`src/enb_pkg.sv`:
```
package enb_pkg;

  // Register indices on the plain register port
  localparam logic [7:0] ADDR_SA5 = 8'h00; // Capture, national bit 5
  localparam logic [7:0] ADDR_SA6 = 8'h01; // Capture, national bit 6
  localparam logic [7:0] ADDR_SA7 = 8'h02; // Capture, national bit 7
  localparam logic [7:0] ADDR_SA8 = 8'h03; // Capture, national bit 8
  localparam logic [7:0] ADDR_CTRL = 8'h04; // Controller two link control
  localparam logic [7:0] ADDR_SEL = 8'h05; // Receive-select bits 3..0

  // Control register field positions
  localparam int CTRL_RSVD = 7; // Reserved, reads zero
  localparam int CTRL_AUTO_ABORT_OFF = 6; // No abort on message switch
  localparam int CTRL_FCS_OFF = 5; // Skip receive check sequence
  localparam int CTRL_DUP_DROP = 4; // Drop repeated frames
  localparam int CTRL_FORCE_ABORT = 3; // Send ones continuously
  localparam int CTRL_MSG_TYPE = 0; // 1 message frame, 0 bit message

  // Reset values
  localparam logic [7:0] CAPTURE_RESET = 8'h00; // Capture registers
  localparam logic [7:0] CTRL_RESET = 8'h00; // Control register
  localparam logic [3:0] SEL_RESET = 4'h0; // Receive-select bits

  // Writable mask of the control register (bit 7 held zero)
  localparam logic [7:0] CTRL_WMASK = 8'h7f;

  // Abort pattern: zero then seven ones, sent msb first
  localparam logic [7:0] ABORT_PATTERN = 8'h7f;
  localparam logic [2:0] ABORT_LAST = 3'h7; // Index of last abort bit

  // Multiframe geometry
  localparam logic [3:0] LAST_FRAME = 4'hf; // Frame 15 ends multiframe
  localparam int NAT_BITS = 4; // National positions 5..8
  localparam int CAP_W = 8; // Bits per capture register

  // Received national bits of one frame
  typedef struct packed {
    logic valid; // Frame bits present this cycle, odd or even
    logic [3:0] frame; // Frame number in multiframe
    logic [3:0] bits; // Bits for positions 8..5 (bit0 = pos 5)
  } enb_nat_type;

  // Whole-frame results from the receive controller
  typedef struct packed {
    logic done; // Frame finished this cycle
    logic fcs_ok; // Check sequence matched
    logic same; // Content equals stored buffer
  } enb_rxframe_type;

endpackage

```
`src/enb_national_hdlc2.sv`:
```
// Operation
// [RULE_01] Capture national bits once per whole multiframe
// [RULE_02] Capture only positions whose select bit set
// [RULE_03] Frame 2 to bit 7, downward
// [RULE_04] Software writes zero to reserved bit 7
// [RULE_05] Bit 6 zero: abort on message switch; code uses bit 6 as held before the switching write
// [RULE_06] Bit 6 one: no abort on switch; code uses bit 6 as held before the switching write
// [RULE_07] Bit 5 zero: check receive sequence
// [RULE_08] Bit 4 one: drop duplicate frames
// [RULE_09] Bit 3 one: send continuous ones
// [RULE_10] Bit 0 picks message or bit type
// [RULE_11] Shadow copy moves whole at multiframe end
`timescale 1ns/1ns
`default_nettype none

module enb_national_hdlc2 (
  input wire logic i_clock, // 250 MHz clock
  input wire logic i_rst_b, // Async reset, active low
  input wire logic [7:0] i_addr, // Register index
  input wire logic [7:0] i_wdata, // Write data
  input wire logic i_wr, // Write strobe
  input wire logic i_rd, // Read strobe
  output logic [7:0] o_rdata, // Read data, cycle after strobe
  input wire enb_pkg::enb_nat_type i_nat, // Received national bits
  input wire enb_pkg::enb_rxframe_type i_rxf, // Receive frame result
  input wire logic i_tx_bit_req, // Transmit wants one line bit
  input wire logic i_tx_data_bit, // Normal controller data bit
  output logic o_tx_bit, // Bit toward the line
  output logic o_tx_abort, // Abort pattern in progress
  output logic o_rx_accept, // Received frame kept
  output logic o_rx_discard, // Received frame dropped
  output logic o_tx_msg_type, // 1 message frame, 0 bit message
  output logic o_rx_fcs_check // Check sequence in use
);

  // All block state in one record
  typedef struct packed {
    logic [enb_pkg::NAT_BITS-1:0][enb_pkg::CAP_W-1:0] shadow; // Gathering
    logic [enb_pkg::NAT_BITS-1:0][enb_pkg::CAP_W-1:0] cap; // Readable
    logic [7:0] ctrl; // Link control
    logic [3:0] sel; // Receive-select bits
    logic [7:0] rdata; // Read data
    logic abort_run; // Abort pattern sending
    logic [2:0] abort_idx; // Bit index in abort pattern
    logic prev_type; // Message type last cycle
    logic tx_bit; // Line bit
    logic rx_accept; // Frame kept pulse
    logic rx_discard; // Frame dropped pulse
    logic fcs_check; // Receive check in use, own flop
  } enb_state_type;

  enb_state_type state_q; // Registered state
  enb_state_type state_d; // Next state

  // Reset image of the state
  localparam enb_state_type STATE_RESET = '{
    shadow: '0,
    cap: '0,
    ctrl: enb_pkg::CTRL_RESET,
    sel: enb_pkg::SEL_RESET,
    rdata: 8'h00,
    abort_run: 1'b0,
    abort_idx: 3'h0,
    prev_type: 1'b0,
    tx_bit: 1'b1,
    rx_accept: 1'b0,
    rx_discard: 1'b0,
    fcs_check: 1'b1
  };

  // Capture slot for the current frame: frame 2 -> bit 7 etc.
  logic [2:0] slot; // Bit position for this even frame
  assign slot = 3'(3'h7 - 3'(i_nat.frame[3:1] - 3'h1)); // see [RULE_03]

  // Next-state logic
  always_comb begin
    logic new_type; // Message type after any write
    logic to_bit; // Switch from message to bit type
    state_d = state_q;
    new_type = state_q.ctrl[enb_pkg::CTRL_MSG_TYPE];
    to_bit = 1'b0;
    state_d.rx_accept = 1'b0;
    state_d.rx_discard = 1'b0;

    // Register writes
    if (i_wr) begin
      if (i_addr == enb_pkg::ADDR_CTRL) begin
        // Reserved bit held zero whatever is written, see [RULE_04]
        state_d.ctrl = i_wdata & enb_pkg::CTRL_WMASK;
      end else if (i_addr == enb_pkg::ADDR_SEL) begin
        state_d.sel = i_wdata[3:0];
      end
    end

    // Register reads, answered next cycle
    if (i_rd) begin
      if (i_addr == enb_pkg::ADDR_SA5) begin
        state_d.rdata = state_q.cap[0];
      end else if (i_addr == enb_pkg::ADDR_SA6) begin
        state_d.rdata = state_q.cap[1];
      end else if (i_addr == enb_pkg::ADDR_SA7) begin
        state_d.rdata = state_q.cap[2];
      end else if (i_addr == enb_pkg::ADDR_SA8) begin
        state_d.rdata = state_q.cap[3];
      end else if (i_addr == enb_pkg::ADDR_CTRL) begin
        state_d.rdata = state_q.ctrl;
      end else if (i_addr == enb_pkg::ADDR_SEL) begin
        state_d.rdata = {4'h0, state_q.sel};
      end else begin
        // Unmapped index reads zero
        state_d.rdata = 8'h00;
      end
    end else begin
      state_d.rdata = 8'h00;
    end

    // National bit gathering into the shadow
    if (i_nat.valid && !i_nat.frame[0]) begin
      for (int p = 0; p < enb_pkg::NAT_BITS; p++) begin
        state_d.shadow[p][slot] = i_nat.bits[p]; // see [RULE_11]
      end
    end
    // Whole multiframe seen: copy selected positions at once
    if (i_nat.valid && i_nat.frame == enb_pkg::LAST_FRAME) begin
      for (int p = 0; p < enb_pkg::NAT_BITS; p++) begin
        if (state_q.sel[p]) begin // see [RULE_02]
          state_d.cap[p] = state_d.shadow[p]; // see [RULE_01]
        end
      end
    end

    // Transmit type tracking; switch seen on the write that clears it
    new_type = state_d.ctrl[enb_pkg::CTRL_MSG_TYPE]; // see [RULE_10]
    to_bit = state_q.prev_type && !new_type;
    state_d.prev_type = new_type;
    // Abort on switch only if automatic abort was enabled before this write
    if (to_bit && !state_q.ctrl[enb_pkg::CTRL_AUTO_ABORT_OFF]) begin
      state_d.abort_run = 1'b1; // see [RULE_05]
      state_d.abort_idx = 3'h0;
    end
    // With automatic abort off before the write, the switch is passed silently, see [RULE_06]

    // Line bit generation
    if (i_tx_bit_req) begin
      if (state_q.ctrl[enb_pkg::CTRL_FORCE_ABORT]) begin
        // Forced abort: continuous ones, see [RULE_09]
        state_d.tx_bit = 1'b1;
      end else if (state_q.abort_run) begin
        state_d.tx_bit = enb_pkg::ABORT_PATTERN[
          3'(enb_pkg::ABORT_LAST - state_q.abort_idx)]; // see [RULE_05]
        state_d.abort_idx = 3'(state_q.abort_idx + 3'h1);
        if (state_q.abort_idx == enb_pkg::ABORT_LAST) begin
          state_d.abort_run = 1'b0;
        end
      end else begin
        state_d.tx_bit = i_tx_data_bit;
      end
    end

    // Check flag kept in a flop so the output has no gate after it
    state_d.fcs_check = !state_d.ctrl[enb_pkg::CTRL_FCS_OFF]; // see [RULE_07]

    // Receive frame verdict
    if (i_rxf.done) begin
      if (!state_q.ctrl[enb_pkg::CTRL_FCS_OFF] && !i_rxf.fcs_ok) begin
        // Bad check sequence only counts while checking, see [RULE_07]
        state_d.rx_discard = 1'b1;
      end else if (state_q.ctrl[enb_pkg::CTRL_DUP_DROP] && i_rxf.same) begin
        // Repeat of stored content dropped, see [RULE_08]
        state_d.rx_discard = 1'b1;
      end else begin
        state_d.rx_accept = 1'b1;
      end
    end
  end

  // State register
  always_ff @(posedge i_clock or negedge i_rst_b) begin
    if (!i_rst_b) begin
      state_q <= STATE_RESET;
    end else begin
      state_q <= state_d;
    end
  end

  // Outputs straight from flops
  assign o_rdata = state_q.rdata;
  assign o_tx_bit = state_q.tx_bit;
  assign o_tx_abort = state_q.abort_run;
  assign o_rx_accept = state_q.rx_accept;
  assign o_rx_discard = state_q.rx_discard;
  assign o_tx_msg_type = state_q.ctrl[enb_pkg::CTRL_MSG_TYPE];
  assign o_rx_fcs_check = state_q.fcs_check;

endmodule

`default_nettype wire

```
`config.mk`:
```
export PLATFORM = sky130hd
export DESIGN_NAME = enb_national_hdlc2
export DESIGN_NICKNAME = d
export VERILOG_FILES = /design/src/enb_pkg.sv /design/src/enb_national_hdlc2.sv
export SDC_FILE = /design/constraint.sdc
export NUM_CORES = 1
export LEC_CHECK = 0
export BUFFER_PORTS_ARGS = -buffer_cell sky130_fd_sc_hd__buf_2
export CORE_MARGIN = 2
export CORE_UTILIZATION = 45
export DETAILED_ROUTE_END_ITERATION = 10
export MAX_ROUTING_LAYER = met4
export PLACE_DENSITY = 0.66
export SLEW_MARGIN = 20
export SYNTH_ARGS = -nofsm -noshare
export SYNTH_HDL_FRONTEND = slang
export SYNTH_SLANG_ARGS = --single-unit
```
`constraint.sdc`:
```
create_clock -name i_clock -period 1.3 [get_ports i_clock]
set_input_delay 0.195 -clock i_clock [delete_from_list [all_inputs] [get_ports i_clock]]
set_output_delay 0.195 -clock i_clock [all_outputs]
set_load 0.05 [all_outputs]
```
* Word level (Yosys, flattened, before mapping)
Memories as Yosys holds them, arrays and structs flattened.
Index checks and enable logic that the tools add are counted.
W data, S select, Z words.
** Operators by class
- Shift operators :: 0
- $mul :: 0
- Equal/unequal tests :: 7
- Bitwise logic cells :: 1
- Mux-type cells :: 31
- Div/mod/pow operators :: 0
- Order comparisons :: 3
- Add/sub/neg operators :: 4
- Reduce and logical (&&, ||, !) cells :: 20
** Operator list (number)
- $mux W8 :: 5
- $bwmux W8 :: 4
- $mux W32 :: 1
- $mux W4 :: 7
- $eq A8 B2 Y1 const B :: 2
- $eq A8 B3 Y1 const B :: 2
- $mux W10 :: 1
- $reduce_and A2 Y1 :: 5
- $mux W1 :: 9
- $eq A8 B1 Y1 const B :: 1
- $logic_not A8 Y1 :: 1
- $lt A3 B4 Y1 const B :: 2
- $logic_and A1 B1 Y1 :: 7
- $mux W7 :: 1
- $logic_not A1 Y1 :: 6
- $mux W6 :: 1
- $sub A3 B3 Y3 const A :: 2
- $eq A4 B4 Y1 const B :: 1
- $add A3 B1 Y3 const B :: 1
- $demux W1 S3 :: 1
- $eq A3 B3 Y1 const B :: 1
- $ge A3 B1 Y1 const B :: 1
- $reduce_and A3 Y1 :: 1
- $sub A3 B1 Y3 const B :: 1
- 2 further kinds :: 2
** Storage, ports and cells
- Memories kept :: 1
- Latch bits :: 0
- Memory bits (writable) :: 0
- Register bits :: 92
- Bits in read-only memories :: 8
- Word-level logic and storage cells :: 86
** Memory list
- (name not given) :: depth 8, width 1, read ports 1, clocked after Yosys merged registers in 0, wr ports 0, RTL line enb_national_hdlc2.sv:149 : state_d.tx_bit = enb_pkg::ABORT_PATTERN[

* Logic depth before layout (Yosys ltp)
Gate-level depths: netlist of the first run.
- Word-level depth :: 12
- Mapped depth :: 6
- Mapped depth without buffers :: 5

* Worst setup path after synthesis of the first run
OpenSTA, ideal clock, no wires.
- Path kind :: input-to-reg
- Start point :: input port i_nat[5] (netlist bit)
- End point :: register state_q[65] (netlist bit)
- Required time :: 1.217 ns
- Path slack :: -0.348 ns
- Cell stages on the path :: 6
- Buffers on the path :: 1
- Arrival :: 1.565 ns
- Library setup time :: 0.083 ns
- Cells stage by stage :: inv_1 ha_1 or4b_1 clkbuf_1 or2_2 o21ai_0
** RTL lines
- from (decl) :: RTL line enb_national_hdlc2.sv:24 : input wire enb_pkg::enb_nat_type i_nat,
- to (signal assigned) :: RTL line enb_national_hdlc2.sv:182 : state_q <= state_d;
- to (decl) :: RTL line enb_national_hdlc2.sv:52 : enb_state_type state_q;

==> results of run 1 <==
-- worst register-to-register path, delay by kind of cell, from the launching register on --
kind,cells,cell delay (ns)
AOI/OAI and AO/OA,1,0.12
buffers and inverters,1,0.19
DFF,1,0.39
and+or+nand+nor,2,0.57
-- cells by family (layout without fill, tap and decap cells) --
logic type	count (synthesis)	count (layout)	share of synthesized area (%)
AOI/OAI and AO/OA	117	117	17.2
DFF	91	91	54.1
buffers and inverters	67	157	6.72
and+or+nand+nor	60	60	9.66
muxes	42	42	10.7
adders and majority gates	4	4	1.19
xor gates and xnor gates	2	2	0.416
-- worst min-delay path by stage --
stage | cells past startpoint | slack (ns) | start | to
floorplan | 0 | -0.10 | i_rst_b | o_rdata[0]
global placement | 1 | 0.13 | i_rst_b | o_tx_abort
detailed placement | 1 | 0.14 | i_rst_b | o_tx_abort
CTS | 2 | 0.02 | i_tx_bit_req | o_tx_bit
global route | 2 | 0.05 | i_tx_bit_req | o_tx_bit
finish | 2 | 0.04 | i_tx_bit_req | o_tx_bit
-- cells in the mapped netlist, drive strengths merged (3+ instances only) --
| master | instances |
|---|---|
| mux2i | 27 |
| nand4bb | 3 |
| nor2 | 3 |
| dfrtp | 89 |
| o22ai | 4 |
| nand2 | 15 |
| buf | 11 |
| nand4 | 3 |
| nand3b | 5 |
| inv | 41 |
| or2 | 3 |
| a221o | 3 |
| nand2b | 3 |
| ha | 4 |
| clkbuf | 15 |
| a21o | 3 |
| nor2b | 3 |
| o21ai | 68 |
| a221oi | 4 |
| o31ai | 17 |
| o21bai | 6 |
| nor4 | 4 |
| nor3b | 3 |
| nor3 | 6 |
| mux2 | 14 |
-- final cells by class --
cell class                 instances  area (sq um)
clock buffer                      11           131
clock inverter                     5          63.8
fill                             784          3820
inverter                          41           169
multi-input combinational        225          1780
sequential                        91          2280
tap                              111           139
timing repair buffer             100           777
-- power by group through the flow --
| stage | combinational (uW) | sequential, uW | clock, uW |
|---|---|---|---|
| after floorplan | 539 | 3300 | 0 |
| after global placement | 960 | 3290 | 0 |
| after detailed placement | 996 | 3300 | 0 |
| after CTS | 1020 | 3250 | 1930 |
| after global routing | 1160 | 3280 | 2050 |
| final | 1040 | 3250 | 1900 |
-- registers in the layout, indices dropped and copies added (netlist names) --
name and flops:
o_rx_accept 1, state_q 77, o_rx_discard 1, o_tx_bit 1, o_rx_fcs_check 1, o_rdata 8
o_tx_abort 1, o_tx_msg_type 1
-- metrics by stage --
stage	cell area, sq um	hold WS [ns]	power (uW)	std cells
after CTS	5270	0.0210	6200	583
after floorplan	4320	-0.101	3840	383
final	5340	0.0372	6190	584
after global placement	5010	0.129	4250	564
after global routing	5340	0.0452	6480	584
after detailed placement	5010	0.140	4300	564
-- layer usage --
metal	vias up	wire, microns	track usage [%]	part of all wire (%)
li1	1544	-	-	-
met1	1556	4690	29.3	48
met2	71	4540	32.4	46
met3	12	402	3.26	4.1
met4	0	144	7.48	1.5
met5	-	0	-	0
-- what timing repair did --
action	CTS	global route
endpoints found under the setup margin	24	29
resized for setup	10	19
setup buffers	1	1
hold endpoints to repair	22	0
pin swaps	3	7
hold buffers	2	0
==> run metrics, run 1 <==
Clk Latency, worst-skew pair=0.36 ns; Clk pin slew, worst setup/hold paths=approximately 0.090 ns; Ys Warns=0; I/O pin cnt=48; Leak Pwr=approximately 0.0025 uW; Sw Share=between 20 and 30%; Num CTS Buffers=9; Worst Path Required=1.59 ns; Fmax=~760 MHz; R2R cell count=4; peak supply drop=~630 uV; combinational power share=between 10% and 20%; worst slew pin tran=0.390 ns; PD cells=1160 nW/um^2; Die Wd=101 microns; total gr overflow=0; Clock Path Buffers=2; commonest non-fill, non-tap cell in the layout=dfrtp_1; Die Footprint=a little over 10000 sq um; Flop pwr share=52.5%; Area growth, synth to finish=26.7%; first-pass GRT wire length=between 15000 and 20000 microns; initial antenna violation count=0; flop-to-flop setup slack=-0.02 ns; Hold Path Class=primary input to register; Critical Path AT=between 1.5 and 2 ns; final core occ=between 50% and 60%; max-slew violations=0; Cells after Synth=between 300 and 400; CP Launch Point=state_q[27]; NetSw=between 1500 and 2000 uW; Post-Syn Nets=421; row count=35; post-layout minimum cycle time=~1.3 ns; FF-to-FF End=o_tx_abort; PortBufs=46; crit end category=register; H-tree Lvls=3; commonest cells after routing, fill and taps aside=dfrtp_1 (88), o21ai_0 (49), buf_4 (47); Startpoint Class=register; synth top area cells=dfrtp_1 (53%), o21ai_0 (8.1%), mux2i_1 (6.4%); DRT antenna net count=0; R2R Path Start=state_q[27]; Clock Power Share=roughly 30%; Routed WL=a little under 10000 microns; first-pass detailed-route iteration total=4; library cells used by synthesis=52; failing checks=setup timing; gpl congestion=about 0.83; crit-path cells=or3b_4 -> nor4_4 -> buf_4 -> a2bb2oi_2; Starting Density=46.0%; Final #Nets=506; Synth async-reset ratio=100%; Synth Flop Type=dfrtp_1; Clk Tree Root Cell=clkbuf_8; core area=~9200 sq um; Synth top area share=a little over half; clk_skew=approximately 0.0083 ns; Mean Syn Cell Area=~11 sq um; ratio of cells with drive above 1 in the final layout=between 30% and 40%; DR vias=around 3200; Mapped Area=roughly 4200 sq um; CP max stage delay=~0.4 ns; RSZ-0062 raised after global routing=yes; WP buf/inv=1; DR WL/cell=between 15 and 20 microns; delay-heaviest family, CP=simple AND/OR/NAND/NOR gates; CP max-delay cell=or3b_4; vias per inst=around 5.5; DP HPWL=7180 microns; outcome=finished with violations; Seq/Total Area, Yosys=54.1%; setup_tns=-0.0462 ns; DRC=0; crit path kind=register to register; Die Span Y=101 microns; vias in the first global route=3149; Synth area leader=dfrtp_1; antenna cells=0; pre-CTS WS=-0.437 ns; CTS Sinks=91; slew margin rel.=between 70 and 80%; setup ws final=-0.0216 ns; 1st-iter DRT viols=124; CTS tree=yes; Hold Vio Cnt, Final=0; #FFs+latches synth=91; WP depth=4; crit-path max FO=4; largest net degree at the start of global routing=42; Int Power=about 4500 uW; Total GRT Usage=21.3%; critical path endpoint=o_tx_abort; period utilization=102%; Post-synth EDFFs=0; max_cap viols=0; final setup vio count=4
Note: power is estimated with default switching activity, not from simulation.
==> run 2: changes to the inputs <==
--- a/config.mk
+++ b/config.mk
@@ -9,6 +9,7 @@
 export CORE_MARGIN = 2
 export CORE_UTILIZATION = 45
 export DETAILED_ROUTE_END_ITERATION = 10
+export GPL_TIMING_DRIVEN = 0
 export MAX_ROUTING_LAYER = met4
 export PLACE_DENSITY = 0.66
 export SLEW_MARGIN = 20
==> run 2 against run 1 <==
Compared with the run above:
- the flow still finishes with violations (setup timing)
- clock-buffer cell count fell by 2
- cell count fell by 1.2%
- core utilization fell by 0.29 points
- register-to-register slack improved by 0.05 ns
- first-iteration DRC count fell by 4.0%
- cell area fell by 0.49%
- sequential power barely moved
- setup slack got worse by 0.020 ns
- non-clock buffer count fell by 7
- clock power barely moved
- die area did not move
- clock skew rose by 0.0056 ns
- critical endpoint is now state_q[73]
- largest cell class unchanged
- largest power group unchanged
==> run metrics, run 2 (same netlist as run 1, synthesis figures left out) <==
outcome=finished with violations; failing checks=setup timing; post-layout minimum cycle time=approximately 1.3 ns; Die Footprint=approximately 10000 sq um; final setup vio count=4; crit path kind=primary input to register; Area growth, synth to finish=26.1%; commonest non-fill, non-tap cell in the layout=dfrtp_1; setup ws final=-0.0417 ns; R2R Path Start=state_q[27]; CTS Sinks=91; crit-path max FO=5; Clk Tree Root Cell=clkbuf_8; Die Span Y=~100 microns; PortBufs=45; max_cap viols=0; DR WL/cell=between 15 and 20 microns; Clk pin slew, worst setup/hold paths=approximately 0.11 ns; fillcell total=about 810; Hold Vio Cnt, Final=0; core area=between 9000 and 10000 sq um; vias in the first global route=3254; FF-to-FF End=state_q[5]; 1st-iter DRT viols=between 100 and 150; Clk Latency, worst-skew pair=0.37 ns; PD cells=~1200 nW/um^2; Hold Path Class=primary input to register; clk_skew=roughly 0.014 ns; largest net degree at the start of global routing=slightly below 60; WL met2=4670 microns; Num CTS Buffers=9; Routed WL=10000 microns; CTS tree=yes; Startpoint Class=primary input; DR vias=between 3000 and 4000; R2R cell count=3; I/O pin cnt=48; worst slew pin tran=0.502 ns; DRT antenna net count=0; ratio of cells with drive above 1 in the final layout=32.6%; Critical Path AT=1.65 ns; Fmax=around 750 MHz; area occupied by multi-input gates=1830 sq um; initial antenna violation count=0; peak supply drop=498 uV; Max Used Layer=met4; max reg flops=77; row count=35; routed wl met3=around 400 microns; Final #Nets=~500; period utilization=103%; Leak Pwr=~0.0025 uW; setup_tns=-0.139 ns; crit end category=register; commonest cells after routing, fill and taps aside=dfrtp_1 (88), o21ai_0 (48), inv_1 (39); max-slew violations=0; Starting Density=between 40% and 50%; Worst Path Required=roughly 1.6 ns; DP HPWL=approximately 7000 microns; Hold EP=o_tx_bit; total gr overflow=0; antenna cells=0; gpl congestion=around 0.84; vias per inst=approximately 5.5; pre-CTS WS=-0.579 ns; first-pass detailed-route iteration total=4; M1 wire length=roughly 4700 microns; Die Wd=about 100 microns; worst hold stages=2; Hold Startpoint=i_tx_bit_req; first-pass GRT wire length=approximately 16000 microns; DRC=0; sequential cell area=approximately 2300 sq um; Clock Path Buffers=2; Total GRT Usage=21.7%; Largest Register=state_q; flop-to-flop setup slack=0.03 ns; slew margin rel.=66.5%; H-tree Lvls=3; CP Launch Point=i_nat[6]; RSZ-0062 raised after global routing=yes
==> run 2: changes by cell type in the layout (fill, tap and decap cells not counted), moves of 3 or more <==
cell	before	now
mux2_2	14	7
clkbuf_2	0	7
nor3_4	1	4
buf_4	47	26
nor3_2	3	0
buf_12	8	4
buf_6	3	7
mux2_4	0	7
buf_2	39	36
==> run 2: worst max path at each step <==
stage               cells past startpoint  slack (ns)       endpoint
floorplan                               3       -0.28  o_tx_msg_type
global placement                        1       -0.90  o_tx_msg_type
detailed placement                      4       -0.58    state_q[35]
CTS                                     3       -0.13     o_tx_abort
global route                            7       -0.05    state_q[89]
finish                                  7       -0.04    state_q[73]
==> run 2: critical path, stage by stage <==
cell and delay (ns):
buf_8 0.10, inv_6 0.04, ha_4 0.20, or4b_4 0.55
buf_8 0.16, or2_4 0.27, o21ai_2 0.12
==> run 2: what timing repair did <==
item,4_1_cts,5_1_grt
endpoints found under the setup margin,70,56
pin swaps,11,10
hold buffers,2,0
hold endpoints to repair,32,0
gates cloned,1,0
resized for setup,35,33
buffers inserted,12,6
==> run 2: stage by stage <==
stage	cells	hold WS, ns	total power, uW	area [sq um]	util [%]
floorplan	383	-0.101	3840	4320	-
global placement	539	0.353	4160	4680	51.2
detailed placement	540	0.178	4220	4710	51.5
CTS	571	0.00556	6160	5190	56.7
global route	577	0.0299	6460	5310	58.0
finish	577	0.0184	6180	5310	58.0
==> run 2: metal layers <==
| metal | vias up | GRT usage [%] |
|---|---|---|
| li1 | 1529 | - |
| met3 | 16 | 3.61 |
| met2 | 101 | 32.6 |
| met5 | - | - |
| met1 | 1545 | 29.8 |
| met4 | 0 | 7.80 |
==> run 2: layout make-up <==
type                       instances  share of cell area [%]
clock inverter                     7                    1.37
sequential                        91                    43.0
tap                              111                    2.62
multi-input combinational        225                    34.4
clock buffer                       9                    2.33
timing repair buffer              67                    10.1
buffer                            26                    2.99
inverter                          41                    3.23
==> run 2: power by group <==
group / internal [uW] / total (uW) / switching (uW)
registers: 3140 / 3260 / 112
clock network: 751 / 1890 / 1140
logic: 395 / 1030 / 631
total: 4290 / 6180 / 1890
